**src/rtl/dpa_regs.svh**
```systemverilog
// Offsets, field positions, codes and reset values of the drive access block
// Summary of operation
// RULE1 - Tasks in by write service, answers out
// RULE2 - One exchange may address several parameters
// RULE3 - Deactivated parameter answers error code 0x65
// RULE4 - Unassigned signal parameter read gives 0x65
// RULE5 - Master may read each parameter's description
// RULE6 - Block number is parameter, word is subindex
// RULE7 - Source 4 fieldbus, source 0 terminals
// RULE8 - Panel never writes setpoints directly
// RULE9 - Panel link loss raises no fault
// RULE10 - Fieldbus boot at commissioning clears input functions
// RULE11 - Reuse select 1 makes output two input
// RULE12 - Terminal beats fieldbus signal for inputs
// RULE13 - Status shown on terminal and status word
// RULE14 - Inhibit with switch bit 12 blocks start
// RULE15 - Switch bit 13 resets to one
// RULE16 - Bits 13 and 14 mask rising-edge inhibit
// RULE17 - Master clears inhibit by dropping on/off
// RULE18 - Switch bit 12 zero disables inhibit
// RULE19 - Inhibit latched and shown in status word
`ifndef DPA_REGS_SVH
`define DPA_REGS_SVH

// ----------------------------------------
// Avalon register byte offsets
// ----------------------------------------
`define DPA_OFS_STATUS   5'h00
`define DPA_OFS_IRQ_STAT 5'h04
`define DPA_OFS_IRQ_MASK 5'h08
`define DPA_OFS_MOTOR    5'h0C
`define DPA_OFS_PARAMS   5'h10

// ----------------------------------------
// Parameter numbers and signal range
// ----------------------------------------
`define DPA_P_SRC    16'h036B
`define DPA_P_REUSE  16'h02A5
`define DPA_P_FN0    16'h0294
`define DPA_P_FN1    16'h0295
`define DPA_P_FN2    16'h0296
`define DPA_P_FSW    16'h03F4
`define DPA_P_FIXSP  16'h0281
`define DPA_P_IND    16'h043B
`define DPA_P_SPASG  16'h0393
`define DPA_P_ACASG  16'h0394
`define DPA_SIG_LO   16'hC350
`define DPA_SIG_HI   16'hC737
`define DPA_SIG_CW   16'hC351

// ----------------------------------------
// Error codes and parameter values
// ----------------------------------------
`define DPA_ERR_NOPAR 8'h00
`define DPA_ERR_RO    8'h01
`define DPA_ERR_RANGE 8'h02
`define DPA_ERR_DEACT 8'h65
`define DPA_SRC_TERM  8'h00
`define DPA_SRC_FB    8'h04
`define DPA_REUSE_ON  8'h01
`define DPA_FN_MAX    8'h03
`define DPA_FN0_RST   8'h01
`define DPA_FN1_RST   8'h02
`define DPA_FN2_RST   8'h03

// ----------------------------------------
// Function switch, status word and interrupt bits
// ----------------------------------------
`define DPA_FS_EN      12
`define DPA_FS_PROF    13
`define DPA_FS_RELAX   14
`define DPA_FS_RST     16'h3000
`define DPA_SW_READY   0
`define DPA_SW_RUN     1
`define DPA_SW_INHIBIT 6
`define DPA_SW_PANEL   7
`define DPA_IRQ_DONE   0
`define DPA_IRQ_ERR    1
`define DPA_IRQ_INHON  2
`define DPA_IRQ_INHOFF 3

`endif

```
**src/rtl/dpa_pkg.sv**
```systemverilog
// Types of the drive access block
package dpa_pkg;
  typedef enum logic [1:0] {KIND_READ, KIND_WRITE, KIND_DESC} dpa_kind_t;
  typedef enum logic {SRC_CLASS1, SRC_PANEL} dpa_src_t;
  typedef enum logic {ST_IDLE, ST_RESP} dpa_fsm_t;

  typedef struct packed {
    dpa_kind_t   kind;
    dpa_src_t    src;
    logic [15:0] pnum;
    logic [7:0]  sub;
    logic [31:0] value;
    logic        last;
  } dpa_task_t;

  typedef struct packed {
    logic        err;
    logic [7:0]  code;
    logic [31:0] value;
    logic        last;
  } dpa_resp_t;

  typedef struct packed {
    logic        read;
    logic        write;
    logic [4:0]  address;
    logic [31:0] writedata;
  } dpa_av_req_t;

  typedef struct packed {
    dpa_fsm_t         fsm;
    dpa_resp_t        resp;
    logic [4:0]       sync1;
    logic [4:0]       sync2;
    logic [1:0]       settle;
    logic             boot_done;
    logic [7:0]       src_sel;
    logic [7:0]       reuse;
    logic [2:0][7:0]  in_fn;
    logic [15:0]      fs;
    logic [31:0]      fixed_sp;
    logic [15:0]      ind_par;
    logic [3:0][15:0] sp_asg;
    logic [3:0][15:0] ac_asg;
    logic             motor_ind;
    logic             inhibit;
    logic [2:0]       eff_prev;
    logic [15:0]      status_word;
    logic [31:0]      setpoint;
    logic [3:0]       irq_stat;
    logic [3:0]       irq_mask;
    logic             av_served;
    logic [31:0]      av_rdata;
  } dpa_state_t;
endpackage

```
**src/rtl/dpa_top.sv**
```systemverilog
// Drive parameter access, control source and power-on inhibit logic
//
// The register offsets and the Avalon-MM register port were chosen for this implementation.
`timescale 1ns/1ps
`include "dpa_regs.svh"
module dpa_top (
  // Clock and reset
  input  wire logic                 i_clk,
  input  wire logic                 i_rst,
  // Avalon-MM slave
  input  wire dpa_pkg::dpa_av_req_t i_av,
  output logic [31:0]               o_av_readdata,
  output logic                      o_av_waitrequest,
  output logic                      o_irq,
  // Acyclic task stream and answers
  input  wire dpa_pkg::dpa_task_t   i_task,
  input  wire logic                 i_task_valid,
  output logic                      o_task_ready,
  output dpa_pkg::dpa_resp_t        o_resp,
  output logic                      o_resp_valid,
  input  wire logic                 i_resp_ready,
  // Cyclic process data from class 1 master
  input  wire logic [15:0]          i_cw,
  input  wire logic [31:0]          i_fb_setpoint,
  output logic [15:0]               o_status_word,
  output logic [31:0]               o_setpoint,
  // Drive state
  input  wire logic                 i_drive_fault,
  input  wire logic                 i_panel_link_ok,
  // Pins
  input  wire logic                 i_term0,
  input  wire logic                 i_term1,
  input  wire logic                 i_dout2,
  output logic                      o_dout2,
  output logic                      o_dout2_oe,
  output logic                      o_dout1,
  input  wire logic                 i_boot_fb,
  input  wire logic                 i_first_comm
);
  import dpa_pkg::*;

  dpa_state_t q;
  dpa_state_t d;

  // ----------------------------------------
  // Terminal to function mapping
  // ----------------------------------------
  logic [2:0] t_en;
  logic [2:0] t_lvl;
  logic [2:0] has_term;
  logic [2:0] term_val;
  logic [2:0] eff;
  logic       reuse_on;

  assign reuse_on = (q.reuse == `DPA_REUSE_ON);

  genvar gt;
  genvar gf;
  generate
    for (gt = 0; gt < 3; gt++) begin : g_term
      assign t_en[gt]  = (gt != 2) || reuse_on; // RULE11
      assign t_lvl[gt] = q.sync2[gt];
    end
    for (gf = 0; gf < 3; gf++) begin : g_func
      logic [2:0] m;
      for (gt = 0; gt < 3; gt++) begin : g_hit
        assign m[gt] = t_en[gt] && (q.in_fn[gt] == 8'(gf + 1));
      end
      assign has_term[gf] = |m;
      assign term_val[gf] = |(m & t_lvl);
    end
  endgenerate

  // Terminal first, fieldbus only as class 1 source
  always_comb begin
    for (int f = 0; f < 3; f++) begin
      if (has_term[f]) begin
        eff[f] = term_val[f]; // RULE12
      end else if (q.src_sel == `DPA_SRC_FB) begin
        eff[f] = i_cw[f]; // RULE7
      end else begin
        eff[f] = (f != 0);
      end
    end
  end

  // ----------------------------------------
  // Parameter lookup
  // ----------------------------------------
  logic [3:0]  asg_hit;
  logic        p_ex;
  logic        p_wr;
  logic        p_deact;
  logic        p_arr;
  logic        p_bad;
  logic [31:0] p_rv;
  logic        p_sig;

  generate
    for (gt = 0; gt < 4; gt++) begin : g_asg
      assign asg_hit[gt] = (q.sp_asg[gt] == i_task.pnum)
                        || (q.ac_asg[gt] == i_task.pnum);
    end
  endgenerate

  assign p_sig = (i_task.pnum >= `DPA_SIG_LO) && (i_task.pnum <= `DPA_SIG_HI);

  // Block number and word number decode the same way for every source
  always_comb begin
    p_ex    = 1'b1; // RULE6
    p_wr    = 1'b1;
    p_deact = 1'b0;
    p_arr   = 1'b0;
    p_bad   = 1'b0;
    p_rv    = 32'h0000_0000;
    case (i_task.pnum)
      `DPA_P_SRC: begin
        p_rv  = {24'h000000, q.src_sel};
        p_bad = (i_task.value[7:0] != `DPA_SRC_FB)
             && (i_task.value[7:0] != `DPA_SRC_TERM);
      end
      `DPA_P_REUSE: begin
        p_rv  = {24'h000000, q.reuse};
        p_bad = i_task.value[7:1] != 7'h00;
      end
      `DPA_P_FN0, `DPA_P_FN1, `DPA_P_FN2: begin
        p_rv  = {24'h000000, q.in_fn[i_task.pnum[1:0] - 2'h0]};
        p_bad = i_task.value[7:0] > `DPA_FN_MAX;
      end
      `DPA_P_FSW: begin
        p_rv = {16'h0000, q.fs};
      end
      `DPA_P_FIXSP: begin
        p_rv = q.fixed_sp;
      end
      `DPA_P_IND: begin
        p_rv    = {16'h0000, q.ind_par};
        p_deact = !q.motor_ind; // RULE3
      end
      `DPA_P_SPASG, `DPA_P_ACASG: begin
        p_arr = 1'b1;
        p_ex  = i_task.sub[7:2] == 6'h00;
        p_rv  = {16'h0000, i_task.pnum[0] ? q.ac_asg[i_task.sub[1:0]]
                                          : q.sp_asg[i_task.sub[1:0]]};
      end
      default: begin
        p_ex    = p_sig;
        p_wr    = 1'b0;
        p_deact = !(|asg_hit); // RULE4
        p_rv    = (i_task.pnum == `DPA_SIG_CW) ? {16'h0000, i_cw}
                                               : {16'h0000, q.status_word};
      end
    endcase
  end

  // ----------------------------------------
  // Next state
  // ----------------------------------------
  logic        av_req;
  logic        av_take;
  logic        av_wr;
  logic        take;
  logic        set_cond;
  logic        run;
  logic [3:0]  ev;
  logic [3:0]  clr;
  logic [15:0] sw;
  dpa_resp_t   r;

  assign av_req  = i_av.read || i_av.write;
  assign av_take = av_req && !q.av_served;
  assign av_wr   = q.av_served && i_av.write;
  assign take    = (q.fsm == ST_IDLE) && i_task_valid;

  always_comb begin
    d   = q;
    ev  = 4'h0;
    clr = 4'h0;
    sw  = 16'h0000;
    r   = '0;

    // Pin synchronisers
    d.sync1 = {i_first_comm, i_boot_fb, i_dout2, i_term1, i_term0};
    d.sync2 = q.sync1;

    // Commissioning preset once pins have settled
    if (!q.boot_done) begin
      d.settle = q.settle + 2'h1;
      if (q.settle == 2'h3) begin
        d.boot_done = 1'b1;
        if (q.sync2[4] && q.sync2[3]) begin
          d.in_fn = '0; // RULE10
        end
      end
    end

    // Task handling, one answer for each element of an exchange
    case (q.fsm)
      ST_IDLE: begin
        if (take) begin
          r.last  = i_task.last; // RULE2
          r.value = p_rv;
          if (!p_ex) begin
            r.err  = 1'b1;
            r.code = `DPA_ERR_NOPAR;
          end else if (i_task.kind == KIND_DESC) begin
            r.value = {29'h0, p_arr, p_wr, 1'b1}; // RULE5
          end else if (p_deact) begin
            r.err  = 1'b1;
            r.code = `DPA_ERR_DEACT; // RULE3 RULE4
          end else if (i_task.kind == KIND_WRITE && !p_wr) begin
            r.err  = 1'b1;
            r.code = `DPA_ERR_RO;
          end else if (i_task.kind == KIND_WRITE && p_bad) begin
            r.err  = 1'b1;
            r.code = `DPA_ERR_RANGE;
          end else if (i_task.kind == KIND_WRITE) begin
            r.value = i_task.value;
            // Tasks change setpoints only through stored parameters
            case (i_task.pnum) // RULE8
              `DPA_P_SRC:   d.src_sel = i_task.value[7:0];
              `DPA_P_REUSE: d.reuse = i_task.value[7:0];
              `DPA_P_FN0:   d.in_fn[0] = i_task.value[7:0];
              `DPA_P_FN1:   d.in_fn[1] = i_task.value[7:0];
              `DPA_P_FN2:   d.in_fn[2] = i_task.value[7:0];
              `DPA_P_FSW:   d.fs = i_task.value[15:0];
              `DPA_P_FIXSP: d.fixed_sp = i_task.value;
              `DPA_P_IND:   d.ind_par = i_task.value[15:0];
              `DPA_P_SPASG: d.sp_asg[i_task.sub[1:0]] = i_task.value[15:0];
              `DPA_P_ACASG: d.ac_asg[i_task.sub[1:0]] = i_task.value[15:0];
              default:      d.fs = q.fs;
            endcase
          end
          d.resp = r; // RULE1
          d.fsm  = ST_RESP;
          ev[`DPA_IRQ_DONE] = 1'b1;
          ev[`DPA_IRQ_ERR]  = r.err;
        end
      end
      ST_RESP: begin
        if (i_resp_ready) begin
          d.fsm = ST_IDLE;
        end
      end
      default: d.fsm = ST_IDLE;
    endcase

    // Power-on inhibit
    set_cond = !eff[1] || !eff[2]
            || (q.fs[`DPA_FS_PROF] && !q.fs[`DPA_FS_RELAX]
                && |(eff & ~q.eff_prev)); // RULE16
    d.eff_prev = eff;
    if (!q.fs[`DPA_FS_EN]) begin
      d.inhibit = 1'b0; // RULE18
    end else if (set_cond) begin
      d.inhibit = 1'b1; // RULE19
    end else if (!eff[0]) begin
      d.inhibit = 1'b0; // RULE17
    end
    ev[`DPA_IRQ_INHON]  = d.inhibit && !q.inhibit;
    ev[`DPA_IRQ_INHOFF] = !d.inhibit && q.inhibit;

    // Run only with all enables and no inhibit
    // Held low as well in the cycle that raises the inhibit
    run = (eff == 3'h7) && !q.inhibit && !(q.fs[`DPA_FS_EN] && set_cond)
        && !i_drive_fault; // RULE14
    sw[`DPA_SW_READY]   = !i_drive_fault && !q.inhibit;
    sw[`DPA_SW_RUN]     = run;
    sw[`DPA_SW_INHIBIT] = q.inhibit; // RULE19
    sw[`DPA_SW_PANEL]   = i_panel_link_ok; // RULE9
    d.status_word = sw;
    d.setpoint = (q.src_sel == `DPA_SRC_FB) ? i_fb_setpoint : q.fixed_sp; // RULE7

    // Register bus
    d.av_served = av_take;
    if (av_take) begin
      case (i_av.address)
        `DPA_OFS_STATUS:   d.av_rdata = {16'h0000, q.status_word};
        `DPA_OFS_IRQ_STAT: d.av_rdata = {28'h0000000, q.irq_stat};
        `DPA_OFS_IRQ_MASK: d.av_rdata = {28'h0000000, q.irq_mask};
        `DPA_OFS_MOTOR:    d.av_rdata = {31'h00000000, q.motor_ind};
        `DPA_OFS_PARAMS:   d.av_rdata = {q.src_sel, q.reuse, q.fs};
        default:           d.av_rdata = 32'h0000_0000;
      endcase
    end
    if (av_wr) begin
      case (i_av.address)
        `DPA_OFS_IRQ_STAT: clr = i_av.writedata[3:0];
        `DPA_OFS_IRQ_MASK: d.irq_mask = i_av.writedata[3:0];
        `DPA_OFS_MOTOR:    d.motor_ind = i_av.writedata[0];
        default:           d.irq_mask = q.irq_mask;
      endcase
    end
    // Set wins over clear
    d.irq_stat = (q.irq_stat & ~clr) | ev;
  end

  always_ff @(posedge i_clk or posedge i_rst) begin
    if (i_rst) begin
      q          <= '0;
      q.fsm      <= ST_IDLE;
      q.fs       <= `DPA_FS_RST; // RULE15
      q.inhibit  <= 1'b1;
      q.in_fn[0] <= `DPA_FN0_RST;
      q.in_fn[1] <= `DPA_FN1_RST;
      q.in_fn[2] <= `DPA_FN2_RST;
      q.src_sel  <= `DPA_SRC_FB;
    end else begin
      q <= d;
    end
  end

  // ----------------------------------------
  // Outputs
  // ----------------------------------------
  assign o_av_waitrequest = av_req && !q.av_served;
  assign o_av_readdata    = q.av_rdata;
  assign o_irq            = |(q.irq_stat & q.irq_mask);
  assign o_task_ready     = (q.fsm == ST_IDLE);
  assign o_resp           = q.resp;
  assign o_resp_valid     = (q.fsm == ST_RESP);
  assign o_status_word    = q.status_word;
  assign o_setpoint       = q.setpoint;
  assign o_dout1          = q.status_word[`DPA_SW_RUN]; // RULE13
  assign o_dout2          = q.status_word[`DPA_SW_INHIBIT]; // RULE13
  assign o_dout2_oe       = !reuse_on; // RULE11
endmodule

```
**config.mk**
```make
export PLATFORM = sky130hd
export DESIGN_NAME = dpa_top
export DESIGN_NICKNAME = d
export VERILOG_FILES = /design/src/rtl/dpa_pkg.sv /design/src/rtl/dpa_top.sv
export VERILOG_INCLUDE_DIRS = /design/src /design/src/rtl
export SDC_FILE = /design/constraint.sdc
export NUM_CORES = 1
export LEC_CHECK = 0
export ABC_CLOCK_PERIOD_IN_PS = 10750
export BUFFER_PORTS_ARGS = -buffer_cell sky130_fd_sc_hd__buf_2
export CAP_MARGIN = 10
export CORE_ASPECT_RATIO = 0.75
export CORE_MARGIN = 8
export CORE_UTILIZATION = 52
export DETAILED_ROUTE_END_ITERATION = 16
export GPL_TIMING_DRIVEN = 0
export PLACE_DENSITY = 0.85
export SLEW_MARGIN = 30
export SYNTH_ARGS = -nofsm -noshare
export SYNTH_HDL_FRONTEND = slang
export SYNTH_SLANG_ARGS = --single-unit
export TNS_END_PERCENT = 10
```
**constraint.sdc**
```tcl
create_clock -name i_clk -period 10.75 [get_ports i_clk]
set_input_delay 1.075 -clock i_clk [delete_from_list [all_inputs] [get_ports i_clk]]
set_output_delay 1.075 -clock i_clk [all_outputs]
set_load 0.02 [all_outputs]
```
After elaboration in Yosys (flattened, before gate mapping):

Index checks and enable logic that the tools add are counted.

* $add $sub $neg: 1
* magnitude comparators: 6
* equal/unequal tests: 39
* muxes and demuxes: 68
* bitwise operators: 14
* reductions and logical operators: 68

Operators with widths (count)
* $mux 216: 8
* $mux 32: 8
* $pmux 32 s7: 1
* $pmux 32 s5: 1
* $eq 16x10->1 const B: 9
* $bwmux 64: 2
* $eq 16x16->1: 8
* $mux 64: 2
* $mux 16: 7
* $mux 24: 3
* $bmux 16 s2: 2
* $reduce_and 9->1: 7
* $eq 8x2->1 const B: 6
* $mux 9: 5
* $mux 43: 1
* $demux 16 s2: 1
* $eq 8x1->1 const B: 4
* $mux 8: 4
* $reduce_or 3->1: 8
* $logic_and 1x1->1: 21
* $bmux 8 s2: 1
* $eq 16x11->1 const B: 1
* $eq 16x16->1 const B: 1
* $ge 16x16->1 const B: 1
* other kinds (36): 84

* bits in registers: 370
* input port bits: 158
* output and inout bits: 129
* logic and storage cells: 230

Logic depth before layout (Yosys ltp):

Gate-level depths: netlist (run 1).

* depth in word-level cells: 14
* gate-level depth with buffers: 13
* depth with buffers taken out: 8

Worst setup path after synthesis (run 1):

OpenSTA, ideal clock, no wires.

* kind: input to register
* start: input port i_task[53] (netlist bit)
* end: register (tool-made name)
* arrival time: 3.494 ns
* required time: 10.625 ns
* path slack: 7.131 ns
* stages on the path: 10
* buffers on the path: 4
* cell sequence: buf_6 > or4_4 > buf_6 > buf_6 > nor4_4 > nand4_1 > nor4_4 > nand3_4 > buf_6 > mux2_4

RTL lines
* from (decl): line dpa_top.sv:16 `input wire dpa_pkg::dpa_task_t i_task,`

==> impl_metrics.py, run 1 <==
metrics = {
    "setup_path": {
        "worstPathCellList": "buf_2 -> buf_2 -> nor2b_1 -> a21oi_1 -> nor4_1 -> nor3_1 -> nand2_1 -> a21oi_1 -> buf_2 -> nor2_1 -> a21oi_1",
        "cpPeakStageDelay_ps": 730,
        "criticalPathCategory": "in2reg",
        "arrival_ps": 4730,
        "cp_top_family": "compound AO/OA/AOI/OAI gates",
        "critPathSlowestCell": "a21oi_1",
        "cp_max_fo": 10,
        "critPathLaunchType": "input pin",
        "worstReg2RegStart": "o_resp_valid",
        "worstSetupEndpointType": "flop",
        "timing.critical_path.required_ps": 11180,
        "crit_buf_inv": 3,
        "startpoint": "i_task[46]",
    },
    "die": {
        "die_h_um": 183,
        "fp-row-count": 61,
        "ioPinCount": 287,
        "core_area_sq_um": 36800,
        "start_util_pct": 52.4,
        "dieArea_sq_um": 43600,
        "die_w_um": 238,
    },
    "synthesis": {
        "synth-xor-area-share_pct": 5.86,
        "avgSynthCellArea_sq_um": 11.7,
        "synth_edf_count": 0,
        "seq_area_frac_synth_pct": 47.4,
        "muxShareOfSynthArea_pct": 18.9,
        "synth_fa_ha_area_share_pct": 0.0649,
        "synth_top_family_by_area": "multiplexers",
        "ys_types": 78,
        "synth_simple_gate_area_share_pct": 12.9,
        "async_flop_share_pct": 100,
        "synth_flop_cell": "dfrtp_1",
        "yosys_warnings": 0,
        "synthCells": 1644,
        "synth_area_sq_um": 19300,
        "ys_ff_latch": 365,
        "synth_compound_area_share_pct": 6.92,
    },
    "flow_run": {
        "drv_cap": 0,
    },
    "sta": {
        "worst_slew_pin_slew_ps": 983,
        "finalHoldViolations": 0,
        "tns_ps": 0,
        "post-route-period-util_pct": 40.0,
        "finClkSkew_ps": 31.9,
        "setup_ws_ps": 6450,
        "fmax_mhz": 233,
        "rsz0062_at_grt": "false",
        "fin_crit_ps": 4300,
        "finalSetupViolCount": 0,
        "slew_violations": 0,
        "slew_headroom_pct": 33.9,
    },
    "grt": {
        "grt_pass1_vias": 15681,
        "grt_max_degree": 31,
        "antenna_found_initial": 5,
        "grt_usage_pct": 29.1,
        "grt_overflow_total": 0,
        "grt_pass1_wl_um": 97300,
    },
    "min_path": {
        "hold_path_class": "reg2reg",
        "min_from": "d[333]",
    },
    "clocking": {
        "insertion_delay_ps": 550,
        "root_buffer": "clkbuf_16",
        "clkTransAtPathRegs_ps": 60,
        "cts.repair.resized": 0,
        "cts_tree": "built",
        "postCtsSetupRepairBufs": 0,
        "cts_sinks": 365,
        "clock_path_buffers": 3,
        "h-tree-depth": 2,
        "cts_inserted_buffers": 37,
        "cts_hold_buffers": 0,
    },
    "finish": {
        "area.growth.synth_to_final_pct": 18.2,
        "drive_above_1_share_pct": 39.0,
        "fin_area_sq_um": 22800,
        "finalNetCount": 2102,
    },
    "place": {
        "place.gp.congestion": 0.998,
        "hpwl_um": 48800,
        "detailed_place.area_sq_um": 21500,
        "pre_cts_ws_ps": 6150,
        "io_buffers": 230,
    },
    "power_and_ir_drop": {
        "p_comb_share_pct": 8.7,
        "power.switching_w": 0.000755,
        "powerDensity_nw_per_um2": 134,
        "irDropWorstVdd_v": 0.000104,
        "power.internal_w": 0.00229,
        "switching_share_pct": 24.8,
        "clkPwrFrac_pct": 45.6,
        "p_leak_nw": 11.3,
        "pwr-share-seq_pct": 45.8,
    },
    "drt": {
        "routed-via-count": 15345,
        "drc": 0,
        "drtIter0Drc": 2076,
        "drt_pass1_iterations": 9,
        "routed_via_density": 6.19,
        "routed_wirelength_um": 64500,
        "ant_nets": 0,
        "wl_per_cell_um": 26.0,
    },
    "status": {
        "status": "complete, no violations",
    },
}
-- area by class of cell --
cell class / instances / area [sq um]
plain buffers: 229 / 1470
multi-input cells: 1051 / 8700
flip-flops and latches: 365 / 9140
repair buffers: 246 / 1490
inverters: 13 / 52.6
fillers: 2834 / 14000
clock inverters: 18 / 224
clock buffers: 50 / 1070
diodes: 5 / 12.5
well taps: 504 / 631
-- worst register-to-register path: cells and delay by family, from the launching register on --
kind | cells | cell delay (ps)
simple gates | 4 | 1590
buf+inv | 2 | 800
mux | 1 | 430
flops | 1 | 390
-- power groups by stage --
stage / registers [W] / logic, W / clock network (W)
after floorplan: 0.00142 / 0.000147 / 0
after global placement: 0.00142 / 0.000237 / 0
after detailed placement: 0.00142 / 0.000257 / 0
after CTS: 0.00139 / 0.000259 / 0.00140
after global routing: 0.00140 / 0.000280 / 0.00145
final: 0.00140 / 0.000264 / 0.00139
-- cell usage after synthesis, drive strengths merged, types with 12 or more instances --
cell type | n | area (sq um)
and2 | 12 | 75.1
clkbuf | 54 | 203
mux4 | 32 | 721
nor2b | 22 | 138
buf | 175 | 1270
and3 | 26 | 163
o21ai | 60 | 300
nand2 | 118 | 488
nand3 | 66 | 355
a22o | 37 | 324
nor4 | 32 | 258
mux2 | 220 | 2590
nor2 | 52 | 208
nand4 | 50 | 325
inv | 13 | 48.8
dfrtp | 357 | 8930
mux2i | 34 | 340
xnor2 | 129 | 1130
a222oi | 18 | 180
-- metal layers --
metal	wire (um)	global-route usage, %	up-vias
met5	13	0	-
met4	1940	8.46	2
met3	7200	7.39	148
met2	28600	44.2	966
met1	26700	41.0	7803
li1	-	-	6426
-- placed cells by master (no fill, tap or decap), drive strengths merged, types with 5 or more instances in the layout --
cell    instances
buf           421
dfrtp         357
mux2          220
xnor2         129
nand2         118
clkbuf        104
nand3          66
o21ai          60
nor2           52
nand4          50
a22o           37
mux2i          34
mux4           32
nor4           32
and3           26
nor2b          22
a222oi         18
conb           15
inv            13
and2           12
a221oi         11
nor3           11
a21oi          10
clkinv         10
dfstp           8
nand2b          7
nor4b           7
or3             6
or4             6
diode           5
or2             5
a31oi           5
a22oi           5
bufinv          5
or4b            5
-- final timing paths --
check,slack [ps],depth (start not counted),end
worst max-delay path,6450,11,q[38]
worst min-delay path,350,0,q[333]
worst min register to register,350,0,q[333]
worst max register to register,7430,7,q[237]
max in group asynchronous,8720,8,q[283]
min in group asynchronous,460,2,d[333]
-- through the flow --
| step | utilization [%] | total power, W | hold WS, ps | instances |
|---|---|---|---|---|
| 2_1_floorplan | - | 0.00156 | 331 | 1658 |
| 3_3_place_gp | 57.4 | 0.00166 | 338 | 2392 |
| 3_5_place_dp | 58.4 | 0.00168 | 336 | 2408 |
| 4_1_cts | 61.9 | 0.00305 | 351 | 2476 |
| 5_1_grt | 62.0 | 0.00313 | 368 | 2479 |
| 6_report | 62.0 | 0.00305 | 348 | 2481 |
-- kinds of logic after synthesis --
group / Yosys count
adders and majority gates: 1
AOI/OAI and AO/OA: 181
and+or+nand+nor: 439
muxes: 286
other: 1
xor gates and xnor gates: 129
buffers and inverters: 242
DFF: 365
No activity file was read; power rests on OpenSTA's default activity.
==> run 2, diff against run 1 <==
--- a/config.mk
+++ b/config.mk
@@ -6,7 +6,7 @@
 export SDC_FILE = /design/constraint.sdc
 export NUM_CORES = 1
 export LEC_CHECK = 0
-export ABC_CLOCK_PERIOD_IN_PS = 10750
+export ABC_CLOCK_PERIOD_IN_PS = 3600
 export BUFFER_PORTS_ARGS = -buffer_cell sky130_fd_sc_hd__buf_2
 export CAP_MARGIN = 10
 export CORE_ASPECT_RATIO = 0.75
==> constraint.sdc (replaced) <==
create_clock -name i_clk -period 3.6 [get_ports i_clk]
set_input_delay 0.36 -clock i_clk [delete_from_list [all_inputs] [get_ports i_clk]]
set_output_delay 0.36 -clock i_clk [all_outputs]
set_load 0.02 [all_outputs]
==> impl_metrics.py, run 2 (synthesized netlist as in run 1, its figures left out) <==
metrics = {
    "sta": {
        "finalSetupViolCount": 0,
        "post-route-period-util_pct": 94.1,
        "fin_crit_ps": 3390,
        "rsz0062_at_grt": "false",
        "finalHoldViolations": 0,
        "fmax_mhz": 295,
        "slew_violations": 0,
        "finClkSkew_ps": 32.5,
        "worst_slew_pin_slew_ps": 1010,
        "tns_ps": 0,
        "slew_headroom_pct": 32.0,
    },
    "clocking": {
        "cts_tree": "built",
        "cts_sinks": 365,
        "insertion_delay_ps": 560,
        "clkTransAtPathRegs_ps": 70,
        "h-tree-depth": 2,
        "cts_inserted_buffers": 37,
        "root_buffer": "clkbuf_16",
        "postCtsSetupRepairBufs": 0,
        "clock_path_buffers": 3,
    },
    "place": {
        "io_buffers": 230,
        "place.gp.congestion": 0.998,
        "hpwl_um": 48800,
    },
    "drt": {
        "drt_pass1_iterations": 6,
        "drtIter0Drc": 1952,
        "routed_via_density": 6.18,
        "routed-via-count": 15405,
        "wl_per_cell_um": 26.0,
        "routed_wirelength_um": 64800,
        "drc": 0,
        "ant_nets": 0,
    },
    "power_and_ir_drop": {
        "p_leak_nw": 11.3,
        "irDropWorstVdd_v": 0.000314,
        "powerDensity_nw_per_um2": 399,
    },
    "finish": {
        "layout_commonest_cell": "dfrtp_1",
        "drive_above_1_share_pct": 39.0,
        "utilization_pct": 62.3,
        "finalNetCount": 2112,
        "area.growth.synth_to_final_pct": 18.8,
        "fill_cells": 2818,
        "multi_input_area_sq_um": 8710,
        "layout_common_cells": "dfrtp_1 (357), buf_2 (256), mux2_2 (190), xnor2_1 (129), buf_4 (128)",
        "seq_area_sq_um": 9140,
    },
    "die": {
        "ioPinCount": 287,
        "dieArea_sq_um": 43600,
        "die_h_um": 183,
        "core_area_sq_um": 36800,
        "die_w_um": 238,
        "start_util_pct": 52.4,
        "fp-row-count": 61,
    },
    "grt": {
        "grt_pass1_wl_um": 97800,
        "grt_max_degree": 31,
        "grt_usage_pct": 29.2,
        "antenna_found_initial": 5,
        "grt_pass1_vias": 15767,
        "grt_overflow_total": 0,
    },
    "setup_path": {
        "critPathLaunchType": "input pin",
        "cp_max_fo": 10,
        "worstSetupEndpointType": "flop",
        "criticalPathCategory": "in2reg",
        "arrival_ps": 3810,
        "timing.critical_path.required_ps": 4020,
    },
    "flow_run": {
        "drv_cap": 0,
    },
    "min_path": {
        "hold_path_class": "in2reg",
    },
    "status": {
        "status": "complete, no violations",
    },
}
[run 2: cell count changes in the layout (fill, tap and decap cells not counted)]
cell,delta
clkbuf_2,+1
clkbuf_1,-1
dlygate4sd3_1,+10
a21oi_2,+1
a21oi_1,-1
[run 2: worst max-delay path, cell delays in order]
cell      delay (ps)
clkbuf_1         270
nand4b_1         290
nor4bb_1          90
buf_4            200
or3_1            420
nor3_1           460
nand2_1          450
a21oi_2          510
buf_2            350
nor2_1            80
a21oi_1          300
[run 2: path summary, 6_finish.rpt]
check | startpoint | endpoint | slack, ps | depth (start not counted)
min in group asynchronous | i_rst | d[333] | 300 | 3
worst max-delay path | i_task[44] | q[38] | 210 | 11
worst max register to register | o_resp_valid | q[237] | 280 | 7
max in group asynchronous | i_rst | q[283] | 1740 | 9
worst min register to register | d[333] | q[333] | 350 | 0
worst min-delay path | i_fb_setpoint[6] | o_setpoint[6] | 30 | 2
[run 2: area by class of cell]
class                   count  area share (%)
flip-flops and latches    365            39.9
multi-input cells        1051            38.0
repair buffers            256            6.96
plain buffers             229            6.42
clock buffers              50            4.66
well taps                 504            2.75
clock inverters            18           0.978
inverters                  13           0.229
diodes                      5          0.0546
[run 2: per-stage QoR]
step           hold WS, ps  cell area, sq um  worst slack [ps]  total power (W)  cells
2_1_floorplan          331             19300             -1650          0.00467   1658
3_3_place_gp           338             21100             -3580          0.00495   2392
3_5_place_dp           293             21500              -283          0.00501   2408
4_1_cts               32.2             22900               236          0.00912   2486
5_1_grt               39.8             22900               131          0.00936   2489
6_report              34.5             22900               214          0.00913   2491
[run 2: repair_timing]
item	CTS	global route
endpoints found under the hold margin	42	0
hold buffers	10	0
resized for setup	0	4
setup endpoints to repair	0	2
[run 2: report_power, final]
group          switching, W  total [W]  internal (W)
clock network       0.00172    0.00417       0.00245
registers         0.0000310    0.00417       0.00414
logic              0.000526   0.000798      0.000272
total               0.00227    0.00913       0.00686
[run 2: per-layer routing]
layer,wire (um),global-route usage (%),vias up
li1,-,-,6448
met1,26900,41.0,7839
met2,28900,44.5,967
met3,6990,7.42,149
met4,1970,8.48,2
met5,13,0,-
